$ cat src/verilog/line_codec_map.svh
`ifndef LINE_CODEC_MAP_SVH
`define LINE_CODEC_MAP_SVH
// symbol and nibble widths, transmit queue depth
`define CG_W            5
`define NIB_W           4
`define TXQ_DEPTH       32
// control code-groups
`define CG_J            5'h18
`define CG_K            5'h11
`define CG_T            5'h0d
`define CG_R            5'h07
`define CG_IDLE         5'h1f
`define CG_HALT         5'h04
// serializer and scrambler layout
`define BIT_LAST        3'h4
`define SCR_MSB         10
`define SCR_TAP         8
`define SCR_SEED_FILL   7'h5b
`define SEED_WAIT       2'h3
// timing
`define CLK_PERIOD_NS   100
`define SD_QUAL_NS      1000
`define SD_QUAL_CYC     ((`SD_QUAL_NS + `CLK_PERIOD_NS - 1) / `CLK_PERIOD_NS)
`endif

$ cat src/verilog/line_codec_pkg.sv
`default_nettype none
package line_codec_pkg;
    `include "line_codec_map.svh"

    typedef logic [`NIB_W-1:0] nibble_t;   // mii nibble
    typedef logic [`CG_W-1:0]  code_t;     // 5b code-group

    // transmit encoder position within a frame
    typedef enum logic [1:0] {
        ENC_IDLE = 2'b00,
        ENC_K    = 2'b01,
        ENC_DATA = 2'b10,
        ENC_R    = 2'b11
    } enc_state_t;

    // three-level phase: zero, plus, zero, minus
    typedef enum logic [1:0] {
        LVL_ZERO_A = 2'b00,
        LVL_PLUS   = 2'b01,
        LVL_ZERO_B = 2'b10,
        LVL_MINUS  = 2'b11
    } mlt_phase_t;

    // nibble to code-group lookup
    function automatic code_t encode_nib(input nibble_t n);
        code_t c;
        case (n)
            4'h0: c = 5'h1e;  4'h1: c = 5'h09;  4'h2: c = 5'h14;  4'h3: c = 5'h15;
            4'h4: c = 5'h0a;  4'h5: c = 5'h0b;  4'h6: c = 5'h0e;  4'h7: c = 5'h0f;
            4'h8: c = 5'h12;  4'h9: c = 5'h13;  4'ha: c = 5'h16;  4'hb: c = 5'h17;
            4'hc: c = 5'h1a;  4'hd: c = 5'h1b;  4'he: c = 5'h1c;  default: c = 5'h1d;
        endcase
        return c;
    endfunction : encode_nib

    // code-group to {is_data, nibble}; anything else is not data
    function automatic logic [`NIB_W:0] decode_cg(input code_t c);
        logic [`NIB_W:0] r;
        r = 5'h00;
        for (int i = 0; i < 16; i++) begin
            if (encode_nib(nibble_t'(i)) == c) begin
                r = {1'b1, nibble_t'(i)};
            end
        end
        return r;
    endfunction : decode_cg
endpackage : line_codec_pkg
`default_nettype wire

$ cat src/verilog/stream_fifo_if.sv
`timescale 1ns/1ps
`default_nettype none
// push and pop handshakes of one fifo
interface stream_fifo_if #(parameter int W = 5);
    logic         push_valid;   // writer has a word
    logic         push_ready;   // fifo has room
    logic [W-1:0] push_data;    // word in
    logic         pop_valid;    // fifo has a word
    logic         pop_ready;    // reader takes it
    logic [W-1:0] pop_data;     // head word
    modport fifo (input push_valid, push_data, pop_ready,
                  output push_ready, pop_valid, pop_data);
    modport user (output push_valid, push_data, pop_ready,
                  input push_ready, pop_valid, pop_data);
endinterface : stream_fifo_if
`default_nettype wire
$ cat src/verilog/line_codec.sv
// Notes on behaviour
// RULE_01: each nibble becomes a 5-bit code-group
// RULE_02: first two preamble nibbles become J, K
// RULE_03: later nibbles map to code-groups in order
// RULE_04: enable falling appends T then R
// RULE_05: idle code-groups fill between frames
// RULE_06: mac holds enable over whole frame
// RULE_07: 11-bit lfsr output xored with nrz
// RULE_08: seed taken from strap bits four:one
// RULE_09: scrambled bits are nrzi encoded
// RULE_10: ones alternate between two driver streams
// RULE_11: only three-level output, no binary mode
// RULE_12: receive stream delivered as 4-bit nibbles
// RULE_13: link pulses never raise signal detect
// RULE_14: three-level symbols decoded to nrzi
// RULE_15: nrzi converted back to nrz
// RULE_16: standard code table, idle and halt
// RULE_17: control codes in data flag error
// RULE_18: nrzi toggles on one; decode differences
// RULE_19: polynomial x11+x9+1, seed never zero
// RULE_20: level cycles zero plus zero minus
`timescale 1ns/1ps
`default_nettype none
`include "line_codec_map.svh"
module line_codec
    import line_codec_pkg::*;
(
    input  wire logic                 sys_clk,           // 10 MHz bit clock
    input  wire logic                 rst_n,             // sync reset, low
    input  wire logic                 tx_valid,          // mac offers a nibble
    output logic                      tx_ready,          // queue has room
    input  wire logic                 tx_en,             // frame enable with nibble
    input  wire line_codec_pkg::nibble_t txd,            // transmit nibble
    input  wire logic [4:0]           phy_address_strap, // address straps
    output logic                      tx_pos,            // driver plus side
    output logic                      tx_neg,            // driver minus side
    input  wire logic                 rx_pos,            // slicer saw plus
    input  wire logic                 rx_neg,            // slicer saw minus
    input  wire logic                 rx_energy,         // analog energy present
    output logic                      signal_detect,     // qualified signal
    output logic                      rx_nrz,            // recovered nrz bit
    output logic                      rx_nrz_valid,      // rx_nrz carries a bit
    output line_codec_pkg::nibble_t   rx_nibble,         // decoded nibble
    output logic                      rx_nibble_valid,   // nibble strobe
    output logic                      rx_er              // code error strobe
);
    import line_codec_pkg::*;

    stream_fifo_if #(.W(`CG_W)) txq();   // {tx_en, txd} queue

    stream_fifo #(.W(`CG_W), .DEPTH(`TXQ_DEPTH)) u_txq (
        .sys_clk (sys_clk),
        .rst_n   (rst_n),
        .q       (txq.fifo)
    );

    assign txq.push_valid = tx_valid;
    assign txq.push_data  = {tx_en, txd};
    assign tx_ready       = txq.push_ready;

    // ---------------- pin synchronisers ----------------
    logic [3:0] st1_q, st2_q, st3_q;                  // strap bits four:one
    logic [3:0] strap_q;                              // agreed strap value
    logic [2:0] rx1_q, rx2_q, rx3_q;                  // {energy, neg, pos}
    logic [2:0] rxs_q, rxs_d;                         // rx pins, only energy agreed

    // first stage feeds only the second
    always_ff @(posedge sys_clk) begin
        if (!rst_n) begin
            st1_q <= '0; st2_q <= '0; st3_q <= '0;
            rx1_q <= '0; rx2_q <= '0; rx3_q <= '0;
        end else begin
            st1_q <= phy_address_strap[4:1];
            st2_q <= st1_q;
            st3_q <= st2_q;
            rx1_q <= {rx_energy, rx_neg, rx_pos};
            rx2_q <= rx1_q;
            rx3_q <= rx2_q;
        end
    end

    // slicer levels may last a single bit time, so waiting for two stages
    // to agree would swallow them; they pass the third stage as they are
    always_comb begin
        rxs_d = {rxs_q[2], rx3_q[1:0]};
        // energy is slow: it counts once stages two and three agree
        if (rx2_q[2] == rx3_q[2]) begin
            rxs_d[2] = rx3_q[2];
        end
    end

    // ---------------- transmit encoder ----------------
    enc_state_t state_q, state_d;      // frame position
    code_t      sym_q, sym_d;          // code-group being shifted out
    logic [2:0] bit_q, bit_d;          // bit within code-group
    logic [1:0] wait_q, wait_d;        // settle time before seed load
    logic       run_q, run_d;          // seed loaded, line active
    logic [`SCR_MSB:0] lfsr_q, lfsr_d; // scrambler state
    logic [3:0] strap_d;               // agreed strap next
    logic       nrzi_q, nrzi_d;        // nrzi line bit
    mlt_phase_t phase_q, phase_d;      // three-level phase
    logic       pos_d, neg_d;          // driver streams next
    logic       slot;                  // last bit of a code-group
    logic       head_en;               // enable flag of queue head
    logic       scr_bit;               // scrambled nrz bit

    assign slot    = run_q && (bit_q == `BIT_LAST);
    assign head_en = txq.pop_data[`NIB_W];
    // RULE_07 scrambler output xor
    assign scr_bit = sym_q[`CG_W-1] ^ lfsr_q[`SCR_MSB];

    // encoder, serializer, scrambler, nrzi and three-level next state
    always_comb begin
        state_d       = state_q;
        sym_d         = sym_q;
        bit_d         = bit_q;
        wait_d        = wait_q;
        run_d         = run_q;
        lfsr_d        = lfsr_q;
        nrzi_d        = nrzi_q;
        phase_d       = phase_q;
        strap_d       = (st2_q == st3_q) ? st3_q : strap_q;
        txq.pop_ready = 1'b0;
        if (!run_q) begin
            // RULE_08 seed from settled straps
            if (wait_q == `SEED_WAIT) begin
                run_d  = 1'b1;
                // RULE_19 fill bits keep the seed nonzero
                // strap_d: the agreed value lands in strap_q on this same edge
                lfsr_d = {strap_d, `SCR_SEED_FILL};
            end else begin
                wait_d = wait_q + 2'h1;
            end
        end else begin
            // RULE_19 x^11 + x^9 + 1 feedback
            lfsr_d = {lfsr_q[`SCR_MSB-1:0], lfsr_q[`SCR_MSB] ^ lfsr_q[`SCR_TAP]};
            // RULE_09 nrzi of scrambled stream
            // RULE_18 toggle on one, hold on zero
            nrzi_d = nrzi_q ^ scr_bit;
            // RULE_20 advance phase on each nrzi one
            phase_d = nrzi_q ? mlt_phase_t'(phase_q + 2'h1) : phase_q;
            if (slot) begin
                bit_d = 3'h0;
                // RULE_01 one code-group per nibble
                case (state_q)
                    ENC_IDLE: begin
                        txq.pop_ready = txq.pop_valid;
                        if (txq.pop_valid && head_en) begin
                            // RULE_02 first preamble nibble becomes J
                            sym_d   = `CG_J;
                            state_d = ENC_K;
                        end else begin
                            // RULE_05 idle fill between frames
                            sym_d = `CG_IDLE;
                        end
                    end
                    ENC_K: begin
                        // RULE_02 second preamble nibble becomes K
                        txq.pop_ready = txq.pop_valid;
                        sym_d         = `CG_K;
                        state_d       = ENC_DATA;
                    end
                    ENC_DATA: begin
                        txq.pop_ready = txq.pop_valid;
                        if (txq.pop_valid && head_en) begin
                            // RULE_03 in-order data mapping
                            // RULE_16 standard table
                            sym_d = encode_nib(txq.pop_data[`NIB_W-1:0]);
                        end else begin
                            // RULE_04 enable fell: T first
                            // RULE_06 falling enable ends frame
                            sym_d   = `CG_T;
                            state_d = ENC_R;
                        end
                    end
                    ENC_R: begin
                        // RULE_04 then R
                        sym_d   = `CG_R;
                        state_d = ENC_IDLE;
                    end
                    default: begin
                        sym_d   = `CG_IDLE;
                        state_d = ENC_IDLE;
                    end
                endcase
            end else begin
                // msb first on the wire
                sym_d = {sym_q[`CG_W-2:0], 1'b0};
                bit_d = bit_q + 3'h1;
            end
        end
        // RULE_10 plus and minus streams alternate ones
        // RULE_11 no binary output path exists
        pos_d = (phase_d == LVL_PLUS);
        neg_d = (phase_d == LVL_MINUS);
    end

    // transmit registers
    always_ff @(posedge sys_clk) begin
        if (!rst_n) begin
            state_q <= ENC_IDLE;
            sym_q   <= `CG_IDLE;
            bit_q   <= 3'h0;
            wait_q  <= 2'h0;
            run_q   <= 1'b0;
            lfsr_q  <= {4'h0, `SCR_SEED_FILL};
            strap_q <= 4'h0;
            nrzi_q  <= 1'b0;
            phase_q <= LVL_ZERO_A;
            tx_pos  <= 1'b0;
            tx_neg  <= 1'b0;
        end else begin
            state_q <= state_d;
            sym_q   <= sym_d;
            bit_q   <= bit_d;
            wait_q  <= wait_d;
            run_q   <= run_d;
            lfsr_q  <= lfsr_d;
            strap_q <= strap_d;
            nrzi_q  <= nrzi_d;
            phase_q <= phase_d;
            tx_pos  <= pos_d;
            tx_neg  <= neg_d;
        end
    end

    // ---------------- receive front ----------------
    localparam logic [3:0] SD_CNT_MAX = 4'(`SD_QUAL_CYC);
    logic [3:0] sd_cnt_q, sd_cnt_d;     // energy qualification counter
    logic       sd_d;                   // signal detect next
    logic [1:0] lvl_q, lvl_d;           // last three-level symbol
    logic       rnrzi_q, rnrzi_d;       // recovered nrzi
    logic       rnrz_d, rnrz_v_d;       // recovered nrz and its valid
    logic [9:0] win_q, win_d;           // bit window for J/K search
    logic       infr_q, infr_d;         // aligned inside a frame
    logic [2:0] rbit_q, rbit_d;         // bit within received group
    nibble_t    rnib_d;                 // nibble out next
    logic       rnib_v_d, rer_d;        // nibble strobe and error next
    logic [`NIB_W:0] dec;               // decode of current group

    // receive next state
    always_comb begin
        dec      = '0;
        // RULE_13 link pulses are far shorter than the qualify time
        sd_cnt_d = !rxs_q[2] ? 4'h0 : (sd_cnt_q == SD_CNT_MAX) ? sd_cnt_q : sd_cnt_q + 4'h1;
        sd_d     = rxs_q[2] && (sd_cnt_q == SD_CNT_MAX);
        // RULE_14 a level step is an nrzi one, a held level a zero
        lvl_d    = rxs_q[1:0];
        rnrzi_d  = (rxs_q[1:0] != lvl_q);
        // RULE_15 nrz is one where nrzi bits differ
        rnrz_d   = rnrzi_d ^ rnrzi_q;
        rnrz_v_d = signal_detect;
        win_d    = win_q;
        infr_d   = infr_q;
        rbit_d   = rbit_q;
        rnib_d   = rx_nibble;
        rnib_v_d = 1'b0;
        rer_d    = 1'b0;
        if (!signal_detect) begin
            infr_d = 1'b0;
        end else begin
            win_d = {win_q[8:0], rnrz_d};
            dec   = decode_cg(win_d[`CG_W-1:0]);
            if (!infr_q) begin
                if (win_d == {`CG_J, `CG_K}) begin
                    infr_d = 1'b1;
                    rbit_d = 3'h0;
                end
            end else if (rbit_q == `BIT_LAST) begin
                // RULE_12 one nibble per five bits
                rbit_d   = 3'h0;
                rnib_d   = dec[`NIB_W-1:0];
                rnib_v_d = (win_d[`CG_W-1:0] != `CG_T);
                // RULE_17 control or invalid inside data
                rer_d    = !dec[`NIB_W] && (win_d[`CG_W-1:0] != `CG_T);
                infr_d   = (win_d[`CG_W-1:0] != `CG_T);
            end else begin
                rbit_d = rbit_q + 3'h1;
            end
        end
    end

    // receive registers
    always_ff @(posedge sys_clk) begin
        if (!rst_n) begin
            rxs_q           <= 3'h0;
            sd_cnt_q        <= 4'h0;
            signal_detect   <= 1'b0;
            lvl_q           <= 2'h0;
            rnrzi_q         <= 1'b0;
            rx_nrz          <= 1'b0;
            rx_nrz_valid    <= 1'b0;
            win_q           <= 10'h000;
            infr_q          <= 1'b0;
            rbit_q          <= 3'h0;
            rx_nibble       <= 4'h0;
            rx_nibble_valid <= 1'b0;
            rx_er           <= 1'b0;
        end else begin
            rxs_q           <= rxs_d;
            sd_cnt_q        <= sd_cnt_d;
            signal_detect   <= sd_d;
            lvl_q           <= lvl_d;
            rnrzi_q         <= rnrzi_d;
            rx_nrz          <= rnrz_d;
            rx_nrz_valid    <= rnrz_v_d;
            win_q           <= win_d;
            infr_q          <= infr_d;
            rbit_q          <= rbit_d;
            rx_nibble       <= rnib_d;
            rx_nibble_valid <= rnib_v_d;
            rx_er           <= rer_d;
        end
    end

    // ---------------- assertions ----------------
    a_start_emits_j: assert property (@(posedge sys_clk) disable iff (!rst_n) // RULE_02
        slot && state_q == ENC_IDLE && txq.pop_valid && head_en |=> sym_q == `CG_J ##5 sym_q == `CG_K)
        else $error("frame start did not send J then K");
    a_data_mapped: assert property (@(posedge sys_clk) disable iff (!rst_n) // RULE_03
        slot && state_q == ENC_DATA && txq.pop_valid && head_en
        |=> sym_q == encode_nib($past(txq.pop_data[`NIB_W-1:0])))
        else $error("data nibble mis-encoded");
    a_end_t_r: assert property (@(posedge sys_clk) disable iff (!rst_n) // RULE_04
        slot && state_q == ENC_DATA && !(txq.pop_valid && head_en)
        |=> sym_q == `CG_T ##5 sym_q == `CG_R)
        else $error("frame end did not send T then R");
    a_idle_fill: assert property (@(posedge sys_clk) disable iff (!rst_n) // RULE_05
        slot && state_q == ENC_IDLE && !(txq.pop_valid && head_en) |=> sym_q == `CG_IDLE)
        else $error("idle not sent between frames");
    a_lfsr_live: assert property (@(posedge sys_clk) disable iff (!rst_n) // RULE_19
        run_q |-> lfsr_q != '0)
        else $error("scrambler locked at zero");
    a_seed_strap: assert property (@(posedge sys_clk) disable iff (!rst_n) // RULE_08
        $rose(run_q) |-> lfsr_q[`SCR_MSB:`SCR_MSB-3] == $past(st3_q))
        else $error("seed not taken from straps");
    a_level_alternate: assert property (@(posedge sys_clk) disable iff (!rst_n) // RULE_10
        (tx_pos |=> !tx_neg) and (tx_neg |=> !tx_pos))
        else $error("plus stepped straight to minus");
    a_nrzi_step: assert property (@(posedge sys_clk) disable iff (!rst_n) // RULE_20
        run_q && !nrzi_q && $past(run_q) |=> $stable(tx_pos) && $stable(tx_neg))
        else $error("level moved on nrzi zero");
    a_sd_qualify: assert property (@(posedge sys_clk) disable iff (!rst_n) // RULE_13
        $rose(signal_detect) |-> $past(sd_cnt_q) == SD_CNT_MAX && $past(rxs_q[2], 2))
        else $error("signal detect raised on short energy");
    a_rx_error: assert property (@(posedge sys_clk) disable iff (!rst_n) // RULE_17
        rx_er |-> rx_nibble_valid && $past(infr_q))
        else $error("receive error outside a data field");
endmodule : line_codec
`default_nettype wire

$ cat src/verilog/stream_fifo.sv
`timescale 1ns/1ps
`default_nettype none
// synchronous fifo, flip-flop storage, honest full and empty
module stream_fifo #(
    parameter int W     = 5,
    parameter int DEPTH = 32
) (
    input  wire logic      sys_clk,
    input  wire logic      rst_n,
    stream_fifo_if.fifo    q
);
    localparam int AW = $clog2(DEPTH);

    logic [W-1:0] mem_q [DEPTH];    // storage
    logic [AW:0]  wptr_q, wptr_d;   // write pointer, extra wrap bit
    logic [AW:0]  rptr_q, rptr_d;   // read pointer, extra wrap bit
    logic         wr, rd;           // accepted push and pop

    // full when pointers differ only in the wrap bit
    assign q.push_ready = !((wptr_q[AW] != rptr_q[AW]) && (wptr_q[AW-1:0] == rptr_q[AW-1:0]));
    assign q.pop_valid  = (wptr_q != rptr_q);
    assign q.pop_data   = mem_q[rptr_q[AW-1:0]];
    assign wr           = q.push_valid && q.push_ready;
    assign rd           = q.pop_valid && q.pop_ready;

    // pointer next values
    always_comb begin
        wptr_d = wr ? wptr_q + 1'b1 : wptr_q;
        rptr_d = rd ? rptr_q + 1'b1 : rptr_q;
    end

    // pointer registers
    always_ff @(posedge sys_clk) begin
        if (!rst_n) begin
            wptr_q <= '0;
            rptr_q <= '0;
        end else begin
            wptr_q <= wptr_d;
            rptr_q <= rptr_d;
        end
    end

    // one entry per slot; data needs no reset
    for (genvar i = 0; i < DEPTH; i++) begin : g_entry
        logic [W-1:0] ent_d;
        always_comb begin
            ent_d = (wr && (wptr_q[AW-1:0] == AW'(i))) ? q.push_data : mem_q[i];
        end
        always_ff @(posedge sys_clk) begin
            mem_q[i] <= ent_d;
        end
    end
endmodule : stream_fifo
`default_nettype wire

$ cat config.mk
export PLATFORM = sky130hd
export DESIGN_NAME = line_codec
export DESIGN_NICKNAME = d
export VERILOG_FILES = /design/src/verilog/line_codec_pkg.sv /design/src/verilog/stream_fifo_if.sv /design/src/verilog/line_codec.sv /design/src/verilog/stream_fifo.sv
export VERILOG_INCLUDE_DIRS = /design/src /design/src/verilog
export SDC_FILE = /design/constraint.sdc
export NUM_CORES = 1
export LEC_CHECK = 0
export BUFFER_PORTS_ARGS = -buffer_cell sky130_fd_sc_hd__buf_2
export CAP_MARGIN = 10
export CORE_ASPECT_RATIO = 1.75
export CORE_MARGIN = 2
export CORE_UTILIZATION = 55
export CTS_CLUSTER_SIZE = 20
export DETAILED_ROUTE_END_ITERATION = 6
export GPL_TIMING_DRIVEN = 0
export HOLD_SLACK_MARGIN = 0.15
export PLACE_DENSITY = 0.72
export REMOVE_ABC_BUFFERS = 1
export SYNTH_ARGS = -nofsm -noshare
export SYNTH_HDL_FRONTEND = slang
export SYNTH_SLANG_ARGS = --single-unit
$ cat constraint.sdc
create_clock -name sys_clk -period 4 [get_ports sys_clk]
set_input_delay 0.8 -clock sys_clk [delete_from_list [all_inputs] [get_ports sys_clk]]
set_output_delay 0.8 -clock sys_clk [all_outputs]
set_load 0.01 [all_outputs]
**After elaboration in Yosys (flattened, before gate mapping)**

Memory sizes are Yosys's and may differ from the RTL's. A register that Yosys moved wholly into a read port is not among the register bits.
Cells that the tools add are included.

- Register bits: 98
- RAM bits: 160
- Bits in read-only memories: 80
- Bits of input ports: 16
- Output and inout port bits: 12
- Memories kept: 2

- Add/subtract/negate cells: 7
- Equality and inequality tests: 98
- Muxes and demuxes: 184
- Bitwise operators: 6
- Reductions and logical operators: 84

Memory list:

| memory | words | bits a word | read ports | clocked after memory_dff | write ports | RTL line | text |
|---|---|---|---|---|---|---|---|
| u_txq.mem_q | 32 | 5 | 1 | 1 | 1 | stream_fifo.sv:14 | `logic [W-1:0] mem_q [DEPTH];` |
| (name not given) | 16 | 5 | 1 | 0 | 0 | line_codec_pkg.sv:27 | `case (n)` |

Operators by type and width:

| kind | count |
|---|---|
| 2-to-1 mux 5 bit | 131 |
| OR reduction 5 bit | 31 |
| == test 5 bit | 17 |
| == test 5 bit, second input constant | 16 |
| == test 5 x 4 -> 1 bit, second input constant | 8 |
| logical AND 1 bit | 39 |
| 2-to-1 mux 1 bit | 39 |
| inequality test 1 bit, second input constant | 32 |
| 2-to-1 mux 11 bit | 2 |
| == test 5 x 3 -> 1 bit, second input constant | 4 |
| case mux 5 bit (4 select lines) | 1 |
| 2-to-1 mux 3 bit | 5 |
| adder 6 x 1 -> 6 bit, second input constant | 2 |
| == test 10 bit, second input constant | 1 |
| == test 5 x 2 -> 1 bit, second input constant | 2 |
| == test 2 bit, second input constant | 4 |
| 2-to-1 mux 2 bit | 4 |
| case mux 2 bit (4 select lines) | 1 |
| AND reduction 2 bit | 4 |
| AND reduction 4 bit | 2 |
| adder 3 x 1 -> 3 bit, second input constant | 2 |
| == test 3 bit, second input constant | 2 |
| inequality test 6 bit | 1 |
| == test 5 x 1 -> 1 bit, second input constant | 1 |
| other kinds (19) | 28 |

**Depth between registers and ports, before layout**

Gate-level depths: netlist (run 1).

- Word-level depth: 38
- Mapped depth: 10

**By module**

From an unflattened synthesis (run 1), not the netlist that was laid out.

- Cells, all modules: 759
- Area, all modules: 10636.5 sq um

Modules (own cells, without submodules):

| module | times used | cells an instance | area an instance (sq um) |
|---|---|---|---|
| stream_fifo | 1 | 371 | 7119.3 |
| line_codec | 1 | 388 | 3517.1 |

**Worst setup path after synthesis (run 1)**

Ideal clock, no wire load.

- Kind: input port to flip-flop
- From: input port tx_valid
- To: memory u_txq.mem_q[16][0] (enable)
- Data arrival time: 1.859 ns
- Data required time: 3.661 ns
- Setup slack: 1.801 ns
- Stages on the path: 4
- Buffers on the path: 1
- Cells stage by stage: o31a_1 > or3b_2 > clkbuf_1 > nor2_1

- Longest elaborated chain between the ends: 35
- Elaborated cells on any way between the ends: 158
- Classes of those cells: eq/ne: 32; mux: 62; reduce/logical: 64

Ends and longest elaborated chain:

| what | RTL line | text |
|---|---|---|
| from (decl) | line_codec.sv:30 | `input wire logic tx_valid,` |
| logical AND 1 bit * | stream_fifo.sv:23 | `assign wr = q.push_valid && q.push_ready;` |
| logical AND 1 bit | stream_fifo.sv:47 | `ent_d = (wr && (wptr_q[AW-1:0] == AW'(i))) ? q.push_data : mem_q[i];` |
| inequality test 1 bit (no line) | - |  |
| OR reduction 5 bit (no line) | - |  |
| 2-to-1 mux 5 bit (no line) / 2-to-1 mux 1 bit (equally long branches) (31 in series) | - |  |
| to (decl) | stream_fifo.sv:14 |  |

Mark *: on every way between the ends. The rest lies on a longest branch, timed or not.

==> results.cfg, run 1 <==
[drt]
drt-wirelength-per-cell_um = 20.4
drc_errors = 0
vias_per_cell = 5.97
firstDrtPassIters = 5
drt_iter0_markers = 731
ant_nets = 0
wl_mm = 22.3
vias = 6554

[sta]
final.setup_skew_ps = 12.8
finalCriticalPeriod_ps = 3090
slew_viol_final = 0
grt_setup_unrepaired = false
max_freq_mhz = 324
fin_crit_sh_pct = 77.1
tightest_slew_ps = 1230
setup_viol = 0
slew-limit-headroom_pct = 18.0
hold_viol_final = 0

[worst_hold_path]
hold_class = reg2reg
min_from = st1_q[0]
whs_path_depth = 1
hold_end = st2_q[0]

[place]
place_inst = 1054
place_congestion = 0.899
io_buffers = 26
dp_hpwl_mm = 15.1
placed_cell_area_um2 = 11000

[grt]
antenna_found_initial = 0
grtUsageTotal_pct = 22.0
overflow = 0
grt_max_degree = 51
grt_pass1_wl_mm = 34.9
grt_pass1_vias = 6743

[yosys]
postSynthCellCount = 830
synth_ff_type = edfxtp_1
synth_enable_flop_cells = 160
ys_types = 61
ys_ff_latch = 263
async_flop_share_pct = 0
ys_seq_area_share_pct = 63.5
synth_warnings = 0
avgSynthCellArea_um2 = 13.0
syn_area_um2 = 10800

[finish]
finish.net_count = 872
stdcell_count = 1097
final_util_pct = 61.5
seq_area_um2 = 6870
filler_cell_count = 1431
area_growth_pct = 9.14
antenna_cells = 0
multi_input_area_um2 = 3560
final_cell_area_um2 = 11800
drive_gt1_share_pct = 12.0

[setup_path]
slowest_delay_ps = 1130
r2r-end = sym_q[1]
cp_max_fo = 22
crit_type = reg2reg
path_cells = inv_2 > a311oi_1 > nand3_1 > a41oi_4 > nand2_2 > or4_1 > o21ai_1
crit_arrival_ps = 3540
r2r_slack_ps = 910
worst_ep_required_time_ps = 4450
r2r_cells = 7
start_kind = flop
slowest_stage = dfxtp_1
crit_path_end_kind = flop

[flow_run]
maxCapViolations = 0

[status]
outcome = complete, no violations

[clock_network]
h-tree-depth = 1
insertion_delay_ps = 520
root_buffer = clkbuf_16
cts_resized = 0
cts_tree = done
cts-buffers-inserted = 23
post-cts-setup-buffers = 0
path_clk_slew_ps = 70
cts.sinks = 263
postCtsHoldBufs = 0
clk_path_buf_depth = 3

[die]
num_rows = 67
die-area_um2 = 20800
start_util_pct = 56.3
core_um2 = 19200
pin_count = 28
die_w_um = 110
fp.dieH_um = 189

[power_and_ir_drop]
peakVddDrop_mv = 0.571
p_leak_nw = 4.04
power_density_nw_per_um2 = 472
-- cell usage in the layout (no fill, tap or decap), types with 5 or more instances in the layout --
cell	n
a211oi_1	6
a21oi_1	27
and2_1	29
and3_1	9
buf_2	26
clkbuf_16	23
dfxtp_1	100
edfxtp_1	160
ha_1	17
inv_1	22
mux2i_1	44
mux4_2	25
nand2_1	62
nand3_1	19
nand4_1	5
nor2_1	95
nor2b_1	7
nor3_1	9
o211ai_1	14
o21ai_0	31
xnor2_1	18
xor2_1	17
-- worst max-delay path, delay by kind of cell, from the launching register on --
kind	cells	cell delay (ps)
flops	1	1130
buf+inv	1	220
compound gates	3	840
simple gates	3	810
-- layout make-up --
type,instances,share of cell area [%]
multi-input cells,499,30.2
flip-flops and latches,263,58.2
repair buffers,29,1.67
inverters,23,0.753
clock inverters,14,1.26
well taps,241,2.55
clock buffers,28,5.37
-- layer usage --
layer | part of all wire, % | wire length, um | track usage (%) | up-vias
met5 | 0 | 0 | 0 | -
met4 | 3.9 | 879 | 9.20 | 0
met3 | 4.3 | 954 | 2.62 | 54
met2 | 55 | 12300 | 40.9 | 205
met1 | 37 | 8200 | 24.6 | 3254
li1 | - | - | - | 3041
-- worst max-delay path by stage --
stage | startpoint | end | depth (start not counted)
6_report | flop | sym_q[1] | 7
2_1_floorplan | flop | sym_q[1] | 7
5_1_grt | flop | sym_q[1] | 8
3_3_place_gp | flop | sym_q[1] | 7
3_5_place_dp | run_q | u_txq.rptr_q[4] | 5
4_1_cts | run_q | flop | 5
-- kinds of logic after synthesis --
logic type               synth area share (%)
multiplexers                             9.52
buffers and inverters                    3.58
AND/OR/NAND/NOR                          10.7
flip-flops                               63.5
AO/OA/AOI/OAI                            7.86
XOR/XNOR                                 2.83
adder cells (fa/ha/maj)                  1.97
-- report_power, final --
group / leakage (nW) / total [mW] / internal, mW / switching (mW)
clock network: 0.388 / 2.29 / 1.32 / 0.965
registers: 2.28 / 2.99 / 2.94 / 0.0493
logic: 1.37 / 0.295 / 0.116 / 0.180
total: 4.04 / 5.58 / 4.38 / 1.19
-- Yosys cell counts (7+ instances only) --
library cell,n,area share [%]
dfxtp_1,103,19
nand2_1,62,2.2
mux4_2,25,5.2
xnor2_1,18,1.5
clkbuf_1,23,0.80
and2_1,29,1.7
and3_1,9,0.52
o21ai_0,31,1.4
nor2_1,95,3.3
xor2_1,17,1.4
ha_1,17,2.0
nor3_1,9,0.42
buf_6,10,1.0
edfxtp_1,160,44
o211ai_1,14,0.97
nor2b_1,7,0.40
inv_1,21,0.73
mux2i_1,44,4.1
nand3_1,19,0.88
a21oi_1,27,1.2
-- through the flow --
stage	hold slack, ps	total power [mW]	TNS, ps	setup WS, ps
floorplan	412	3.23	0	734
global placement	422	3.31	-380	-263
detailed placement	421	3.33	0	772
CTS	435	5.60	0	734
global route	441	5.75	0	796
finish	430	5.58	0	914
-- state kept, by name, indices dropped and copies added (netlist names), 2 cells and up, named ones only --
register and count:
u_txq.mem_q 160, lfsr_q 11, win_q 9, u_txq.rptr_q 6, u_txq.wptr_q 6, sym_q 5, rx_nibble 4, sd_cnt_q 4
st1_q 4, st2_q 4, st3_q 4, strap_q 4, bit_q 3, rbit_q 3, rx1_q 3, rx2_q 3
rx3_q 3, rxs_q 3, lvl_q 2, phase_q 2, state_q 2, wait_q 2
No activity file was read; power rests on OpenSTA's default activity.
==> inputs of run 2 (changes only) <==
--- a/config.mk
+++ b/config.mk
@@ -15,7 +15,7 @@
 export DETAILED_ROUTE_END_ITERATION = 6
 export GPL_TIMING_DRIVEN = 0
 export HOLD_SLACK_MARGIN = 0.15
-export PLACE_DENSITY = 0.72
+export PLACE_DENSITY = 0.74
 export REMOVE_ABC_BUFFERS = 1
 export SYNTH_ARGS = -nofsm -noshare
 export SYNTH_HDL_FRONTEND = slang
==> constraint.sdc (replaced) <==
create_clock -name sys_clk -period 2.7 [get_ports sys_clk]
set_input_delay 0.54 -clock sys_clk [delete_from_list [all_inputs] [get_ports sys_clk]]
set_output_delay 0.54 -clock sys_clk [all_outputs]
set_load 0.01 [all_outputs]
==> run 2 against run 1 <==
First-iteration DRC count is 13% lower. Sequential cell count unchanged. Power is 49% higher. Sequential power rose by 49%. Wire length is 2.3% lower. Maximum frequency rose by 15%. Utilization grew 0.66 points. Combinational power rose by 32%. Clock power increased by 50%. Cell count increased by 0.91%. Critical path depth is 2 lower. Critical path type unchanged. Critical endpoint is now u_txq.mem_q[1][1].
==> results.cfg, run 2 (synthesized netlist as in run 1, its figures left out) <==
[status]
outcome = complete, no violations

[setup_path]
r2r_cells = 5
start_kind = flop
crit_type = reg2reg
worst_ep_required_time_ps = 2840
crit_arrival_ps = 2830
cp_max_fo = 14
crit_path_end_kind = flop

[finish]
mostFrequentLayoutCells = edfxtp_1, dfxtp_1, nor2_1, nand2_1, mux2i_1
largest-register = u_txq.mem_q
area_growth_pct = 10.3
drive_gt1_share_pct = 13.7
final_common_cell = edfxtp_1
reg_top3 = u_txq.mem_q x160, lfsr_q x11, win_q x9
antenna_cells = 0
largest_register_ffs = 160
finish.net_count = 881

[power_and_ir_drop]
switching_power_mw = 1.73
intPower_mw = 6.56
p_sw_share_pct = 20.9
p_comb_share_pct = 4.7
p_clk_share_pct = 41.6
peakVddDrop_mv = 0.586
p_seq_share_pct = 53.7
p_leak_nw = 4.09
power_density_nw_per_um2 = 695

[clock_network]
path_clk_slew_ps = 60
root_buffer = clkbuf_16
cts.sinks = 263
cts-buffers-inserted = 24
clk_path_buf_depth = 3
cts_tree = done
insertion_delay_ps = 510
h-tree-depth = 1

[place]
io_buffers = 26
place_congestion = 0.845
preCtsSetupSlack_ps = -509
dp_hpwl_mm = 14.2

[grt]
antenna_found_initial = 0
overflow = 0
grt_pass1_wl_mm = 33.6
grt_pass1_vias = 6433
grt_max_degree = 51
grtUsageTotal_pct = 21.2

[drt]
firstDrtPassIters = 5
vias = 6403
drt-wirelength-per-cell_um = 19.7
wl_mm = 21.8
vias_per_cell = 5.78
ant_nets = 0
drt_iter0_markers = 639
drc_errors = 0

[die]
num_rows = 67
fp.dieH_um = 189
die_w_um = 110
die-area_um2 = 20800
start_util_pct = 56.3
core_um2 = 19200
pin_count = 28

[sta]
tightest_slew_ps = 1000
hold_viol_final = 0
grt_setup_unrepaired = true
max_freq_mhz = 372
whs_ps = 245
final.setup_skew_ps = 10.4
setup_ws_ps = 11.8
fin_crit_sh_pct = 99.6
slew_viol_final = 0
finalCriticalPeriod_ps = 2690
fin_setup_tns_ps = 0
setup_viol = 0
slew-limit-headroom_pct = 32.6

[worst_hold_path]
hold_class = in2reg
whs_path_depth = 2

[flow_run]
maxCapViolations = 0
-- run 2: layout make-up --
cell class / instances / area [um2]
Tap cell: 241 / 302
Fill cell: 1469 / 7270
Inverter: 23 / 88.8
Clock buffer: 34 / 679
Multi-Input combinational cell: 499 / 3580
Timing Repair Buffer: 37 / 269
Sequential cell: 263 / 6880
Clock inverter: 10 / 124
-- run 2: per-stage QoR --
stage               area (um2)  instances  utilization [%]  power, mW
detailed placement       11000       1054             57.3       4.93
floorplan                10500        785                -       4.79
CTS                      11800       1102             61.7       8.35
finish                   11900       1107             62.1       8.28
global placement         10900       1052             57.0       4.92
global route             11900       1107             62.1       8.56
-- run 2: what timing repair did --
action | CTS | global route
hold buffers | 0 | 0
resized for setup | 10 | 6
pin swaps | 2 | 1
setup endpoints to repair | 61 | 49
buffers inserted | 4 | 5
-- run 2: worst paths after layout --
| path | from | to | slack (ps) |
|---|---|---|---|
| setup / recovery | u_txq.wptr_q[4] | u_txq.mem_q[1][1] | 10 |
| hold / removal | phy_address_strap[4] | st1_q[3] | 250 |
| setup reg to reg | u_txq.wptr_q[4] | u_txq.mem_q[1][1] | 10 |
| hold reg to reg | st1_q[2] | st2_q[2] | 430 |
-- run 2: worst max-delay path, stage by stage, from the launching register on --
cell	delay [ps]
dfxtp_1	580
xnor2_1	120
nand3_1	130
o31a_2	320
or3b_2	620
nor2_1	540
-- run 2: layer usage --
layer	vias to the layer above	share of wire [%]	global-route usage (%)
li1	3067	-	-
met1	3128	37	23.8
met2	170	56	40.0
met3	38	3.5	2.82
met4	0	3.0	6.77
met5	-	0	0
-- run 2: power by group through the flow --
stage,Combinational (mW),Clock (mW),Sequential [mW]
2_1_floorplan,0.268,0,4.52
3_3_place_gp,0.379,0,4.54
3_5_place_dp,0.388,0,4.54
4_1_cts,0.394,3.50,4.45
5_1_grt,0.451,3.65,4.47
6_report,0.390,3.44,4.45
==> inputs of run 3 (changes only) <==
==> constraint.sdc (replaced) <==
create_clock -name sys_clk -period 2.7 [get_ports sys_clk]
set_input_delay 0.135 -clock sys_clk [delete_from_list [all_inputs] [get_ports sys_clk]]
set_output_delay 0.135 -clock sys_clk [all_outputs]
set_load 0.01 [all_outputs]
==> run 3 against run 2 <==
Power is 0.13% higher. Clock skew hardly changed. Combinational power is 4% higher. Highest routed layer unchanged. Non-clock buffer count is 12 higher. First-iteration DRC count is 5.3% lower.
==> results.cfg, run 3 (synthesized netlist as in run 1, its figures left out) <==
[status]
outcome = complete, no violations

[drt]
firstDrtPassIters = 5
wl_mm = 21.9
drt_iter0_markers = 605
ant_nets = 0
vias = 6455
vias_per_cell = 5.77
drc_errors = 0
drt-wirelength-per-cell_um = 19.5

[clock_network]
cts.sinks = 263
h-tree-depth = 1
cts_tree = done
root_buffer = clkbuf_16
cts-buffers-inserted = 24
path_clk_slew_ps = 60
clk_path_buf_depth = 3
insertion_delay_ps = 510

[die]
die-area_um2 = 20800
core_um2 = 19200
start_util_pct = 56.3
fp.dieH_um = 189
pin_count = 28
die_w_um = 110
num_rows = 67

[grt]
grt_pass1_wl_mm = 33.8
overflow = 0
antenna_found_initial = 0
grt_max_degree = 51
grt_pass1_vias = 6497
grtUsageTotal_pct = 21.3

[sta]
fin_crit_sh_pct = 99.5
grt_setup_unrepaired = true
hold_viol_final = 0
final.setup_skew_ps = 10.2
slew-limit-headroom_pct = 32.7
tightest_slew_ps = 1000
setup_viol = 0
finalCriticalPeriod_ps = 2690
max_freq_mhz = 372
whs_ps = 171
slew_viol_final = 0

[finish]
stdcell_count = 1119
antenna_cells = 0
seq_area_um2 = 6880
filler_cell_count = 1459
largest-register = u_txq.mem_q
reg_top3 = u_txq.mem_q x160, lfsr_q x11, win_q x9
final_cell_area_um2 = 12000
mostFrequentLayoutCells = edfxtp_1, dfxtp_1, nor2_1, nand2_1, mux2i_1
largest_register_ffs = 160
drive_gt1_share_pct = 13.6
finish.net_count = 893
area_growth_pct = 11.4
final_common_cell = edfxtp_1
multi_input_area_um2 = 3580

[power_and_ir_drop]
p_leak_nw = 4.14
peakVddDrop_mv = 0.586
p_seq_share_pct = 53.7
switching_power_mw = 1.73
p_comb_share_pct = 4.9
intPower_mw = 6.57
p_clk_share_pct = 41.5
power_density_nw_per_um2 = 688
p_sw_share_pct = 20.8

[setup_path]
crit_type = reg2reg
cp_max_fo = 14
crit_path_end_kind = flop
regToRegStartpoint = u_txq.wptr_q[4]
worst_ep_required_time_ps = 2840
start_kind = flop
crit_arrival_ps = 2830
cp-startpoint = u_txq.wptr_q[4]

[place]
placed_cell_area_um2 = 11000
place_congestion = 0.845
place_inst = 1054
dp_hpwl_mm = 14.2
io_buffers = 26

[worst_hold_path]
min_from = txd[3]
hold_class = in2reg

[flow_run]
maxCapViolations = 0
## run 3: cell count changes in the layout (fill, tap and decap cells not counted), sizes merged
cell / previous run / this run
dlygate4sd3: 0 / 12
## run 3: worst paths after layout
| path | to | slack, ps | depth (start not counted) |
|---|---|---|---|
| worst min-delay path | u_txq.mem_q[31][3] | 170 | 1 |
| worst max-delay path | u_txq.mem_q[1][1] | 10 | 5 |
| worst max register to register | u_txq.mem_q[1][1] | 10 | 5 |
| worst min register to register | st2_q[2] | 420 | 1 |
## run 3: layer usage
metal	routed length (um)	global-route usage, %	up-vias	share of wire [%]
met5	0	0	-	0
met3	744	2.69	37	3.4
li1	-	-	3085	-
met4	637	6.77	0	2.9
met2	12300	40.4	153	56
met1	8180	23.9	3180	37
## run 3: worst max-delay path, stage by stage (launching register included)
cell and delay [ps]:
dfxtp_1 570, xnor2_1 120, nand3_1 130, o31a_2 330
or3b_2 620, nor2_1 540
## run 3: cell type report
class	instances	share of cell area, %
Multi-Input combinational cell	499	29.7
Clock inverter	10	1.03
Sequential cell	263	57.1
Inverter	23	0.737
Timing Repair Buffer	49	3.23
Clock buffer	34	5.64
Tap cell	241	2.50
## run 3: through the flow
stage / setup TNS [ps] / utilization, % / power [mW] / setup slack [ps]
2_1_floorplan: -2320 / - / 4.79 / -566
6_report: 0 / 62.8 / 8.30 / 13.9
4_1_cts: 0 / 62.3 / 8.36 / 11.3
3_3_place_gp: -17210 / 57.0 / 4.92 / -1640
3_5_place_dp: -9360 / 57.3 / 4.93 / -509
5_1_grt: -2120 / 62.8 / 8.58 / -124
## run 3: power by group through the flow
| stage | clock, mW | combinational, mW | sequential, mW |
|---|---|---|---|
| floorplan | 0 | 0.268 | 4.52 |
| global placement | 0 | 0.379 | 4.54 |
| detailed placement | 0 | 0.388 | 4.54 |
| CTS | 3.50 | 0.407 | 4.45 |
| global route | 3.65 | 0.465 | 4.47 |
| finish | 3.44 | 0.404 | 4.45 |
## run 3: what timing repair did
action	in CTS	in global routing
resized for setup	10	6
pin swaps	2	1
hold buffers	12	0
endpoints found under the setup margin	61	49
setup buffers	4	5
endpoints found under the hold margin	53	0
